--- src/common/adcctl_defs.svh ---
// Register offsets, field positions, reset values and timing counts of the converter control
`ifndef ADCCTL_DEFS_SVH
`define ADCCTL_DEFS_SVH

// ****************************************************************
// Register byte offsets
// ****************************************************************
`define ADCCTL_OFF_SC1      12'h000
`define ADCCTL_OFF_SC2      12'h004
`define ADCCTL_OFF_CFG      12'h008
`define ADCCTL_OFF_RESULT   12'h00C
`define ADCCTL_OFF_CMPVAL   12'h010
`define ADCCTL_OFF_PINEN    12'h014
`define ADCCTL_OFF_PORTIN   12'h018

// ****************************************************************
// Field positions
// ****************************************************************
`define ADCCTL_SC1_CH_LSB   0
`define ADCCTL_SC1_CH_MSB   4
`define ADCCTL_SC1_CONT     5
`define ADCCTL_SC1_IE       6
`define ADCCTL_SC1_COCO     7
`define ADCCTL_SC2_ACFGT    4
`define ADCCTL_SC2_ACFE     5
`define ADCCTL_SC2_TRG      6
`define ADCCTL_SC2_ACT      7
`define ADCCTL_CFG_CLK_LSB  0
`define ADCCTL_CFG_CLK_MSB  1
`define ADCCTL_CFG_MODE     2
`define ADCCTL_CFG_LSMP     4
`define ADCCTL_CFG_DIV_LSB  5
`define ADCCTL_CFG_DIV_MSB  6
`define ADCCTL_CFG_LPWR     7

// ****************************************************************
// Reset values and counts
// ****************************************************************
`define ADCCTL_CH_NONE      5'h1F
`define ADCCTL_SC1_RESET    8'h1F
`define ADCCTL_CMP_RESET    10'h000
`define ADCCTL_SAMPLE_SHORT 4'h3
`define ADCCTL_SAMPLE_LONG  4'hF
`define ADCCTL_RES_BITS     10

`endif

--- src/common/adcctl_pkg.sv ---
// Types shared by the converter control modules
package adcctl_pkg;
    typedef enum logic [3:0] {
        ADCCTL_IDLE   = 4'b0001,
        ADCCTL_SAMPLE = 4'b0010,
        ADCCTL_CONV   = 4'b0100,
        ADCCTL_DONE   = 4'b1000
    } adcctl_state_e;
    typedef logic [9:0] adcctl_data_t;
endpackage

--- src/rtl/adcctl_clk_div.sv ---
// Converter clock source select and power-of-two divider producing an enable pulse
`timescale 1ns/1ps
`include "adcctl_defs.svh"
module adcctl_clk_div (
    // Clock and reset
    input  wire logic       mclk,
    input  wire logic       reset_n,
    // Source enables and selection
    input  wire logic [3:0] srcEn,
    input  wire logic [1:0] srcSel,
    input  wire logic [1:0] inputClockDivideSel,
    // Divided converter enable
    output logic            convTick
);
    import adcctl_pkg::*;

    logic [2:0] divCnt_ff;
    logic [2:0] divMask;
    logic       srcTick;

    // Four sources, each a one-cycle enable in the mclk domain
    assign srcTick = srcEn[srcSel];

    always_comb begin
        case (inputClockDivideSel)
            2'h0:    divMask = 3'h0;
            2'h1:    divMask = 3'h1;
            2'h2:    divMask = 3'h3;
            default: divMask = 3'h7;
        endcase
    end

    always_ff @(posedge mclk) begin
        if (!reset_n) begin
            divCnt_ff <= 3'h0;
        end else if (srcTick) begin
            divCnt_ff <= divCnt_ff + 3'h1;
        end
    end

    // Divide by 1, 2, 4 or 8
    assign convTick = srcTick && ((divCnt_ff & divMask) == divMask);
endmodule

--- src/rtl/adcctl_sar.sv ---
// Successive-approximation sequencer, one bit decided per converter tick
`timescale 1ns/1ps
`include "adcctl_defs.svh"
module adcctl_sar (
    // Clock and reset
    input  wire logic                 mclk,
    input  wire logic                 reset_n,
    // Control
    input  wire logic                 tick,
    input  wire logic                 start,
    input  wire logic                 abort,
    input  wire logic [3:0]           sampleCycles,
    // Analog comparator
    input  wire logic                 cmpAbove,
    output adcctl_pkg::adcctl_data_t  trialCode,
    // Result
    output logic                      busy,
    output logic                      done,
    output adcctl_pkg::adcctl_data_t  result
);
    import adcctl_pkg::*;

    adcctl_state_e state_ff;
    adcctl_data_t  sar_ff;
    adcctl_data_t  res_ff;
    logic [3:0]    cnt_ff;
    logic [3:0]    bitIdx_ff;

    always_ff @(posedge mclk) begin
        if (!reset_n || abort) begin
            // A control write that aborts may relaunch in the same cycle
            state_ff  <= (reset_n && start) ? ADCCTL_SAMPLE : ADCCTL_IDLE;
            sar_ff    <= 10'h000;
            cnt_ff    <= sampleCycles;
            bitIdx_ff <= 4'h0;
        end else begin
            case (state_ff)
                ADCCTL_IDLE: begin
                    if (start) begin
                        state_ff <= ADCCTL_SAMPLE;
                        cnt_ff   <= sampleCycles;
                    end
                end
                ADCCTL_SAMPLE: begin
                    if (tick) begin
                        if (cnt_ff == 4'h0) begin
                            state_ff  <= ADCCTL_CONV;
                            sar_ff    <= 10'h200;
                            bitIdx_ff <= 4'h9;
                        end else begin
                            cnt_ff <= cnt_ff - 4'h1;
                        end
                    end
                end
                ADCCTL_CONV: begin
                    // MSB-first binary search over 10 bits
                    if (tick) begin
                        sar_ff[bitIdx_ff] <= cmpAbove;
                        if (bitIdx_ff == 4'h0) begin
                            state_ff <= ADCCTL_DONE;
                        end else begin
                            sar_ff[bitIdx_ff - 4'h1] <= 1'b1;
                            bitIdx_ff <= bitIdx_ff - 4'h1;
                        end
                    end
                end
                ADCCTL_DONE: begin
                    state_ff <= ADCCTL_IDLE;
                end
                default: begin
                    state_ff <= ADCCTL_IDLE;
                end
            endcase
        end
    end

    always_ff @(posedge mclk) begin
        if (!reset_n) begin
            res_ff <= 10'h000;
        end else if (state_ff == ADCCTL_CONV && tick && bitIdx_ff == 4'h0) begin
            res_ff <= {sar_ff[9:1], cmpAbove};
        end
    end

    assign trialCode = sar_ff;
    assign busy      = (state_ff != ADCCTL_IDLE);
    assign done      = (state_ff == ADCCTL_DONE) && !abort;
    assign result    = res_ff;
endmodule

--- src/rtl/adcctl_top.sv ---
// Converter control: AHB-Lite registers, triggering, pin control, result and compare
`timescale 1ns/1ps
`include "adcctl_defs.svh"
module adcctl_top #(
    parameter int NUM_PINS = 28
) (
    // Clock and reset
    input  wire logic                 mclk,
    input  wire logic                 reset_n,
    // AHB-Lite slave
    input  wire logic                 hsel,
    input  wire logic [11:0]          haddr,
    input  wire logic [1:0]           htrans,
    input  wire logic                 hwrite,
    input  wire logic [2:0]           hsize,
    input  wire logic [31:0]          hwdata,
    input  wire logic                 hready,
    output logic [31:0]               hrdata,
    output logic                      hreadyout,
    output logic                      hresp,
    // Converter clock sources and trigger
    input  wire logic [3:0]           clkSrcEn,
    input  wire logic                 hwConversionTriggerIn,
    // Analog front end
    input  wire logic                 cmpAbove,
    output adcctl_pkg::adcctl_data_t  trialCode,
    output logic [4:0]                channelSelect,
    output logic                      lowPower,
    output logic                      sampling,
    // Pin control
    input  wire logic [NUM_PINS-1:0]  padIn,
    output logic [NUM_PINS-1:0]       padOutEnMask,
    output logic [NUM_PINS-1:0]       padInBufEn,
    output logic [NUM_PINS-1:0]       padPullupMask,
    // Completion request
    output logic                      convIrq
);
    import adcctl_pkg::*;

    // ****************************************************************
    // Registers
    // ****************************************************************
    logic [4:0]          channelSelect_ff;
    logic                contEn_ff;
    logic                irqEn_ff;
    logic                coco_ff;
    logic                hwTriggerSelect_ff;
    logic                cmpEn_ff;
    logic                cmpGe_ff;
    logic [1:0]          clkSel_ff;
    logic                mode8_ff;
    logic                longSample_ff;
    logic [1:0]          inputClockDivideSel_ff;
    logic                lowPower_ff;
    adcctl_data_t        cmpVal_ff;
    adcctl_data_t        result_ff;
    logic [NUM_PINS-1:0] analogPinEnable_ff;
    logic                seqActive_ff;
    logic                hwArmed_ff;

    // ****************************************************************
    // AHB-Lite data phase capture
    // ****************************************************************
    logic        dpWrite_ff;
    logic        dpRead_ff;
    logic [11:0] dpAddr_ff;
    logic        addrPhase;

    assign addrPhase = hsel && hready && htrans[1];

    always_ff @(posedge mclk) begin
        if (!reset_n) begin
            dpWrite_ff <= 1'b0;
            dpRead_ff  <= 1'b0;
            dpAddr_ff  <= 12'h000;
        end else if (hready) begin
            dpWrite_ff <= addrPhase && hwrite;
            dpRead_ff  <= addrPhase && !hwrite;
            dpAddr_ff  <= haddr;
        end
    end

    // Zero wait states, always OKAY
    assign hreadyout = 1'b1;
    assign hresp     = 1'b0;

    logic wrSc1, wrSc2, wrCfg, wrCmp, wrPin, rdResult;
    assign wrSc1    = dpWrite_ff && (dpAddr_ff == `ADCCTL_OFF_SC1);
    assign wrSc2    = dpWrite_ff && (dpAddr_ff == `ADCCTL_OFF_SC2);
    assign wrCfg    = dpWrite_ff && (dpAddr_ff == `ADCCTL_OFF_CFG);
    assign wrCmp    = dpWrite_ff && (dpAddr_ff == `ADCCTL_OFF_CMPVAL);
    assign wrPin    = dpWrite_ff && (dpAddr_ff == `ADCCTL_OFF_PINEN);
    assign rdResult = dpRead_ff && (dpAddr_ff == `ADCCTL_OFF_RESULT);

    // ****************************************************************
    // Trigger synchroniser and edge detect
    // ****************************************************************
    logic trigMeta_ff, trigSync_ff, trigPrev_ff, trigRise;

    always_ff @(posedge mclk) begin
        if (!reset_n) begin
            trigMeta_ff <= 1'b0;
            trigSync_ff <= 1'b0;
            trigPrev_ff <= 1'b0;
        end else begin
            trigMeta_ff <= hwConversionTriggerIn;
            trigSync_ff <= trigMeta_ff;
            trigPrev_ff <= trigSync_ff;
        end
    end

    assign trigRise = trigSync_ff && !trigPrev_ff;

    // ****************************************************************
    // Clock divider and sequencer
    // ****************************************************************
    logic         convTick, sarBusy, sarDone, sarStart, abort;
    adcctl_data_t sarResult;

    adcctl_clk_div u_clk_div (
        .mclk                (mclk),
        .reset_n             (reset_n),
        .srcEn               (clkSrcEn),
        .srcSel              (clkSel_ff),
        .inputClockDivideSel (inputClockDivideSel_ff),
        .convTick            (convTick)
    );

    // A write to SC1, SC2 or CFG aborts; an SC1 write may relaunch in the same cycle
    assign abort = wrSc1 || wrSc2 || wrCfg;

    logic swStart, hwStart, contStart;
    // Channel all ones blocks a software launch; hwStart does not check the channel
    assign swStart   = wrSc1 && !hwTriggerSelect_ff
                     && (hwdata[`ADCCTL_SC1_CH_MSB:`ADCCTL_SC1_CH_LSB] != `ADCCTL_CH_NONE);
    // Edges while busy or after a continuous launch are dropped
    assign hwStart   = hwTriggerSelect_ff && trigRise && hwArmed_ff && !sarBusy;
    assign contStart = seqActive_ff && contEn_ff && !sarBusy && !abort;
    assign sarStart  = swStart || hwStart || contStart;

    adcctl_sar u_sar (
        .mclk         (mclk),
        .reset_n      (reset_n),
        .tick         (convTick),
        .start        (sarStart),
        .abort        (abort),
        .sampleCycles (longSample_ff ? `ADCCTL_SAMPLE_LONG : `ADCCTL_SAMPLE_SHORT),
        .cmpAbove     (cmpAbove),
        .trialCode    (trialCode),
        .busy         (sarBusy),
        .done         (sarDone),
        .result       (sarResult)
    );

    // Continuous sequence and hardware arm tracking
    always_ff @(posedge mclk) begin
        if (!reset_n || abort) begin
            seqActive_ff <= swStart;
            hwArmed_ff   <= 1'b1;
        end else if (hwStart) begin
            seqActive_ff <= 1'b1;
            hwArmed_ff   <= !contEn_ff;
        end else if (sarDone && !contEn_ff) begin
            seqActive_ff <= 1'b0;
        end
    end

    // ****************************************************************
    // Result formatting and compare
    // ****************************************************************
    adcctl_data_t fmtResult;
    logic         cmpPass, ge;
    // 8-bit mode keeps the upper eight bits, right-justified
    assign fmtResult = mode8_ff ? {2'b00, sarResult[9:2]} : sarResult;
    assign ge        = (fmtResult >= cmpVal_ff);
    assign cmpPass   = !cmpEn_ff || (cmpGe_ff ? ge : !ge);

    logic resultStore;
    assign resultStore = sarDone && cmpPass;

    always_ff @(posedge mclk) begin
        if (!reset_n) begin
            result_ff <= `ADCCTL_CMP_RESET;
        end else if (resultStore) begin
            result_ff <= fmtResult;
        end
    end

    // Set wins over clears by result read or SC1 write
    always_ff @(posedge mclk) begin
        if (!reset_n) begin
            coco_ff <= 1'b0;
        end else if (resultStore) begin
            coco_ff <= 1'b1;
        end else if (rdResult || wrSc1) begin
            coco_ff <= 1'b0;
        end
    end

    // ****************************************************************
    // Control register writes
    // ****************************************************************
    always_ff @(posedge mclk) begin
        if (!reset_n) begin
            channelSelect_ff <= `ADCCTL_CH_NONE;
            contEn_ff        <= 1'b0;
            irqEn_ff         <= 1'b0;
        end else if (wrSc1) begin
            channelSelect_ff <= hwdata[`ADCCTL_SC1_CH_MSB:`ADCCTL_SC1_CH_LSB];
            contEn_ff        <= hwdata[`ADCCTL_SC1_CONT];
            irqEn_ff         <= hwdata[`ADCCTL_SC1_IE];
        end
    end

    always_ff @(posedge mclk) begin
        if (!reset_n) begin
            hwTriggerSelect_ff <= 1'b0;
            cmpEn_ff           <= 1'b0;
            cmpGe_ff           <= 1'b0;
        end else if (wrSc2) begin
            hwTriggerSelect_ff <= hwdata[`ADCCTL_SC2_TRG];
            cmpEn_ff           <= hwdata[`ADCCTL_SC2_ACFE];
            cmpGe_ff           <= hwdata[`ADCCTL_SC2_ACFGT];
        end
    end

    always_ff @(posedge mclk) begin
        if (!reset_n) begin
            clkSel_ff              <= 2'h0;
            mode8_ff               <= 1'b0;
            longSample_ff          <= 1'b0;
            inputClockDivideSel_ff <= 2'h0;
            lowPower_ff            <= 1'b0;
        end else if (wrCfg) begin
            clkSel_ff              <= hwdata[`ADCCTL_CFG_CLK_MSB:`ADCCTL_CFG_CLK_LSB];
            mode8_ff               <= hwdata[`ADCCTL_CFG_MODE];
            longSample_ff          <= hwdata[`ADCCTL_CFG_LSMP];
            inputClockDivideSel_ff <= hwdata[`ADCCTL_CFG_DIV_MSB:`ADCCTL_CFG_DIV_LSB];
            lowPower_ff            <= hwdata[`ADCCTL_CFG_LPWR];
        end
    end

    always_ff @(posedge mclk) begin
        if (!reset_n) begin
            cmpVal_ff <= `ADCCTL_CMP_RESET;
        end else if (wrCmp) begin
            cmpVal_ff <= hwdata[9:0];
        end
    end

    always_ff @(posedge mclk) begin
        if (!reset_n) begin
            analogPinEnable_ff <= '0;
        end else if (wrPin) begin
            analogPinEnable_ff <= hwdata[NUM_PINS-1:0];
        end
    end

    // ****************************************************************
    // Pin control
    // ****************************************************************
    logic [NUM_PINS-1:0] portRead;
    genvar p;
    generate
        for (p = 0; p < NUM_PINS; p++) begin : g_pin
            assign padOutEnMask[p]  = !analogPinEnable_ff[p];
            assign padInBufEn[p]    = !analogPinEnable_ff[p];
            assign padPullupMask[p] = !analogPinEnable_ff[p];
            assign portRead[p]      = padIn[p] && !analogPinEnable_ff[p];
        end
    endgenerate

    // ****************************************************************
    // Read data
    // ****************************************************************
    // Decoded in the address phase so read data stands through the data phase
    logic [31:0] rdMux;
    always_comb begin
        rdMux = 32'h0000_0000;
        case (haddr)
            `ADCCTL_OFF_SC1:    rdMux = {24'h000000, coco_ff, irqEn_ff, contEn_ff,
                                         channelSelect_ff};
            `ADCCTL_OFF_SC2:    rdMux = {24'h000000, sarBusy, hwTriggerSelect_ff,
                                         cmpEn_ff, cmpGe_ff, 4'h0};
            `ADCCTL_OFF_CFG:    rdMux = {24'h000000, lowPower_ff, inputClockDivideSel_ff,
                                         longSample_ff, 1'b0, mode8_ff, clkSel_ff};
            `ADCCTL_OFF_RESULT: rdMux = {22'h000000, result_ff};
            `ADCCTL_OFF_CMPVAL: rdMux = {22'h000000, cmpVal_ff};
            `ADCCTL_OFF_PINEN:  rdMux = 32'(analogPinEnable_ff);
            `ADCCTL_OFF_PORTIN: rdMux = 32'(portRead);
            default:            rdMux = 32'h0000_0000;
        endcase
    end

    always_ff @(posedge mclk) begin
        if (!reset_n) begin
            hrdata <= 32'h0000_0000;
        end else if (addrPhase && !hwrite) begin
            hrdata <= rdMux;
        end
    end

    assign channelSelect = channelSelect_ff;
    assign lowPower      = lowPower_ff;
    assign sampling      = sarBusy;
    assign convIrq       = coco_ff && irqEn_ff;
endmodule

--- config.mk ---
export PLATFORM = sky130hd
export DESIGN_NAME = adcctl_top
export DESIGN_NICKNAME = d
export VERILOG_FILES = /design/src/common/adcctl_pkg.sv /design/src/rtl/adcctl_clk_div.sv /design/src/rtl/adcctl_sar.sv /design/src/rtl/adcctl_top.sv
export VERILOG_INCLUDE_DIRS = /design/src /design/src/common
export SDC_FILE = /design/constraint.sdc
export NUM_CORES = 1
export LEC_CHECK = 0
export BUFFER_PORTS_ARGS = -buffer_cell sky130_fd_sc_hd__buf_2
export CELL_PAD_IN_SITES_DETAIL_PLACEMENT = 1
export CELL_PAD_IN_SITES_GLOBAL_PLACEMENT = 2
export CORE_MARGIN = 1
export CORE_UTILIZATION = 32
export CTS_CLUSTER_DIAMETER = 150
export DETAILED_ROUTE_END_ITERATION = 10
export PLACE_DENSITY = 0.84
export SETUP_SLACK_MARGIN = 0.4
export SYNTH_ARGS = -nofsm -noshare
export SYNTH_HDL_FRONTEND = slang
export SYNTH_SLANG_ARGS = --single-unit
export TNS_END_PERCENT = 30
--- constraint.sdc ---
create_clock -name mclk -period 4.2 [get_ports mclk]
set_input_delay 0.84 -clock mclk [delete_from_list [all_inputs] [get_ports mclk]]
set_output_delay 0.84 -clock mclk [all_outputs]
set_load 0.02 [all_outputs]
==> out/metrics.cfg <==
[floorplan]
die_area_sq_mm=0.0249
num_rows=56
placeableCoreArea_sq_mm=0.0236
ioPinCount=224
start_util_pct=32.9
die_h_microns=158
die_x_microns=158

[logic_synthesis]
synth_seq_cells=148
synth.most_common_cell=nand2_1
async_flop_share_pct=0
synth_top_cells_by_count=nand2_1 (201), dfxtp_1 (139), a21oi_1 (97), buf_4 (65), nor2_1 (60)
synth_cell_types=68
synth_area_leaders=dfxtp_1 (36%), nand2_1 (9.7%), mux2i_1 (7.1%)
yosysWarnings=0
yosysSeqAreaShare_pct=39.3
syn_area_sq_mm=0.00776
synth_largest_area_cell=dfxtp_1
synth-edff-count=9
synth_top_area_share_pct=35.9
syn_inst=965
ys.flop_type=dfxtp_1
postSynthAreaPerCell_sq_um=8.04

[sta]
layout_min_cycle_time_ps=3100
fin_tns_setup_ps=0
max_slew_margin_pct=43.9
setup_viol=0
finalWorstSetupSlack_ps=1100
fmax_ghz=0.322
hold_violations=0
hold-worst-slack_ps=444
rsz0062_at_grt=no
period_share_pct=73.9
finClkSkew_ps=15.3
worst_pin_slew_ps=840
slew_violations=0

[worst_setup_path]
reg2reg_from=mode8_ff$_SDFFE_PN0P_
rrSetupSlack_ps=1100
cp_max_fo=12
r2r_cells=8
critical_path_class=reg2reg
crit_path_end=result_ff[1]$_SDFFE_PN0P_
slowest_stage=nand2b_1
cp-start-kind=register
cp_top_family=compound AO/OA/AOI/OAI gates
worstPathCellList=mux2_2, ha_1, a211o_1, a21oi_1, o21ai_0, a21oi_1, nand2b_1, mux2i_1
crit_top_cell=a21oi_1
critical_path_cell_count=8
crit_path_max_incr_delay_ps=620
reg2reg_to=result_ff[1]$_SDFFE_PN0P_
worstPathRequired_ps=4550
cp-startpoint=mode8_ff$_SDFFE_PN0P_
crit_arrival_ps=3450
path_buf_inv=0
endpoint_kind=register

[layout]
fill_cells=2959
nets=1198
diodes=0
final_layout_size_suffix_gt1_share_pct=25.0
area_growth_pct=18.5
utilization_pct=38.9
final_cell_count_no_fill=1425

[routing]
first_pass_iters=7
via_per_inst=4.96
routedWlPerCell_microns=17.4
antenna_left=0
route.detailed.drc=0
wirelength_mm=24.9
vias=7075
drtIter0Drc=294

[cts]
cts_tree=built
ctsRootBufferMaster=clkbuf_16
hold_buffers=0
cts_resized=0
clock_path_buffers=2
insertion_delay_ps=430
clock_sinks=148
postCtsSetupRepairBufs=0
cts-buffers-inserted=17
clk_pin_slew_ps=60
htreeDepth=4

[grt]
grt_max_degree=43
grt_pass1_vias=7109
track_usage_pct=20.3
antenna_found_initial=0
grt_pass1_wl_mm=38.5
grt_remaining_overflow=0

[pwr]
p_leak_uw=0.00358
power_density_mw_per_mm2=371
peakVddDrop_v=0.000250

[placement]
gp_congestion=0.805
place_ws_ps=1070
placed_cells=1393
io_buffers=209
hpwl_mm=18.3

[flow_run]
maxCapViolations=0

[hold_path]
hold_path_class=reg2reg

[outcome]
run_status=complete, no violations

## worst min-delay path: stages (launching register included)
cell and delay, ps:
dfxtp_1 310, nand2_1 50, o21ai_1 50
## through the flow
stage	instance area, sq um	total power (uW)
6_report	9190	3410
2_1_floorplan	7770	1800
3_5_place_dp	8620	1940
4_1_cts	9190	3450
3_3_place_gp	8620	1930
5_1_grt	9190	3560
## state kept, by name (all words and copies together), names as in the netlist, 2 cells and up
signal	cells
u_sar.bitIdx_ff	4
u_sar.cnt_ff	4
hrdata	28
u_sar.trialCode	10
u_sar.result	10
analogPinEnable_ff	28
dpAddr_ff	12
result_ff	10
cmpVal_ff	10
clkSel_ff	2
u_clk_div.divCnt_ff	3
inputClockDivideSel_ff	2
u_sar.state_ff	4
channelSelect	5
## kinds of logic (layout without fill, tap and decap cells)
group	count (synthesis)	in the layout	share of synthesized area, %
xor gates and xnor gates	5	5	0.564
and+or+nand+nor	374	374	22.2
adders and majority gates	17	17	2.74
DFF	148	148	39.3
other	2	6	0.0968
muxes	68	68	9.27
buffers and inverters	165	302	11.3
AOI/OAI and AO/OA	186	186	14.5
## layout make-up
cell class | instances | area [sq um] | share of cell area (%)
Tap cell | 319 | 399 | 4.34
Clock buffer | 18 | 429 | 4.67
Inverter | 52 | 195 | 2.12
Multi-Input combinational cell | 656 | 3860 | 42.0
Sequential cell | 148 | 3050 | 33.2
Clock inverter | 14 | 140 | 1.52
Timing Repair Buffer | 218 | 1110 | 12.1
## power by group
part / switching (uW) / total (uW) / internal, uW
sequential: 46.7 / 1520 / 1470
clock: 671 / 1500 / 833
combinational: 250 / 387 / 136
## routing by layer
| layer | up-vias | routed length [microns] | GRT usage, % |
|---|---|---|---|
| li1 | 3471 | - | - |
| met5 | - | 0 | 0 |
| met4 | 0 | 476 | 6.24 |
| met2 | 201 | 12200 | 36.6 |
| met3 | 30 | 1390 | 4.35 |
| met1 | 3373 | 10800 | 23.8 |
## how the worst min path moves through the flow
stage / from / endpoint / slack, ps / depth (start not counted)
final: hrdata[6]$_SDFFE_PN0P_ / hrdata[6]$_SDFFE_PN0P_ / 440 / 2
after global routing: hrdata[6]$_SDFFE_PN0P_ / hrdata[6]$_SDFFE_PN0P_ / 460 / 2
after CTS: hrdata[6]$_SDFFE_PN0P_ / hrdata[6]$_SDFFE_PN0P_ / 450 / 2
after detailed placement: hrdata[6]$_SDFFE_PN0P_ / hrdata[6]$_SDFFE_PN0P_ / 440 / 2
after global placement: hrdata[9]$_SDFFE_PN0P_ / hrdata[9]$_SDFFE_PN0P_ / 430 / 2
after floorplan: trigMeta_ff$_SDFF_PN0_ / trigSync_ff$_SDFF_PN0_ / 410 / 1
## layout by cell type (no fill, tap or decap), types with 4 or more instances in the layout
cell type	netlist	final
clkbuf_16	0	17
a31oi_1	7	7
mux2i_1	55	55
buf_2	9	209
and2_1	10	10
nor4b_1	5	5
inv_1	51	51
inv_6	0	7
nand4_1	8	8
a22oi_1	4	4
edfxtp_1	9	9
buf_4	65	9
nor2b_1	10	10
nand2_1	201	201
o21ai_0	20	20
xnor2_1	4	4
nand3_1	38	38
a311oi_1	4	4
dfxtp_1	139	139
nor2_1	60	60
ha_1	17	17
mux2_2	11	11
and3_1	5	5
conb_1	2	6
a21oi_1	97	97
nand2b_1	7	7
a21o_1	22	22
Note: power is estimated with default switching activity, not from simulation.
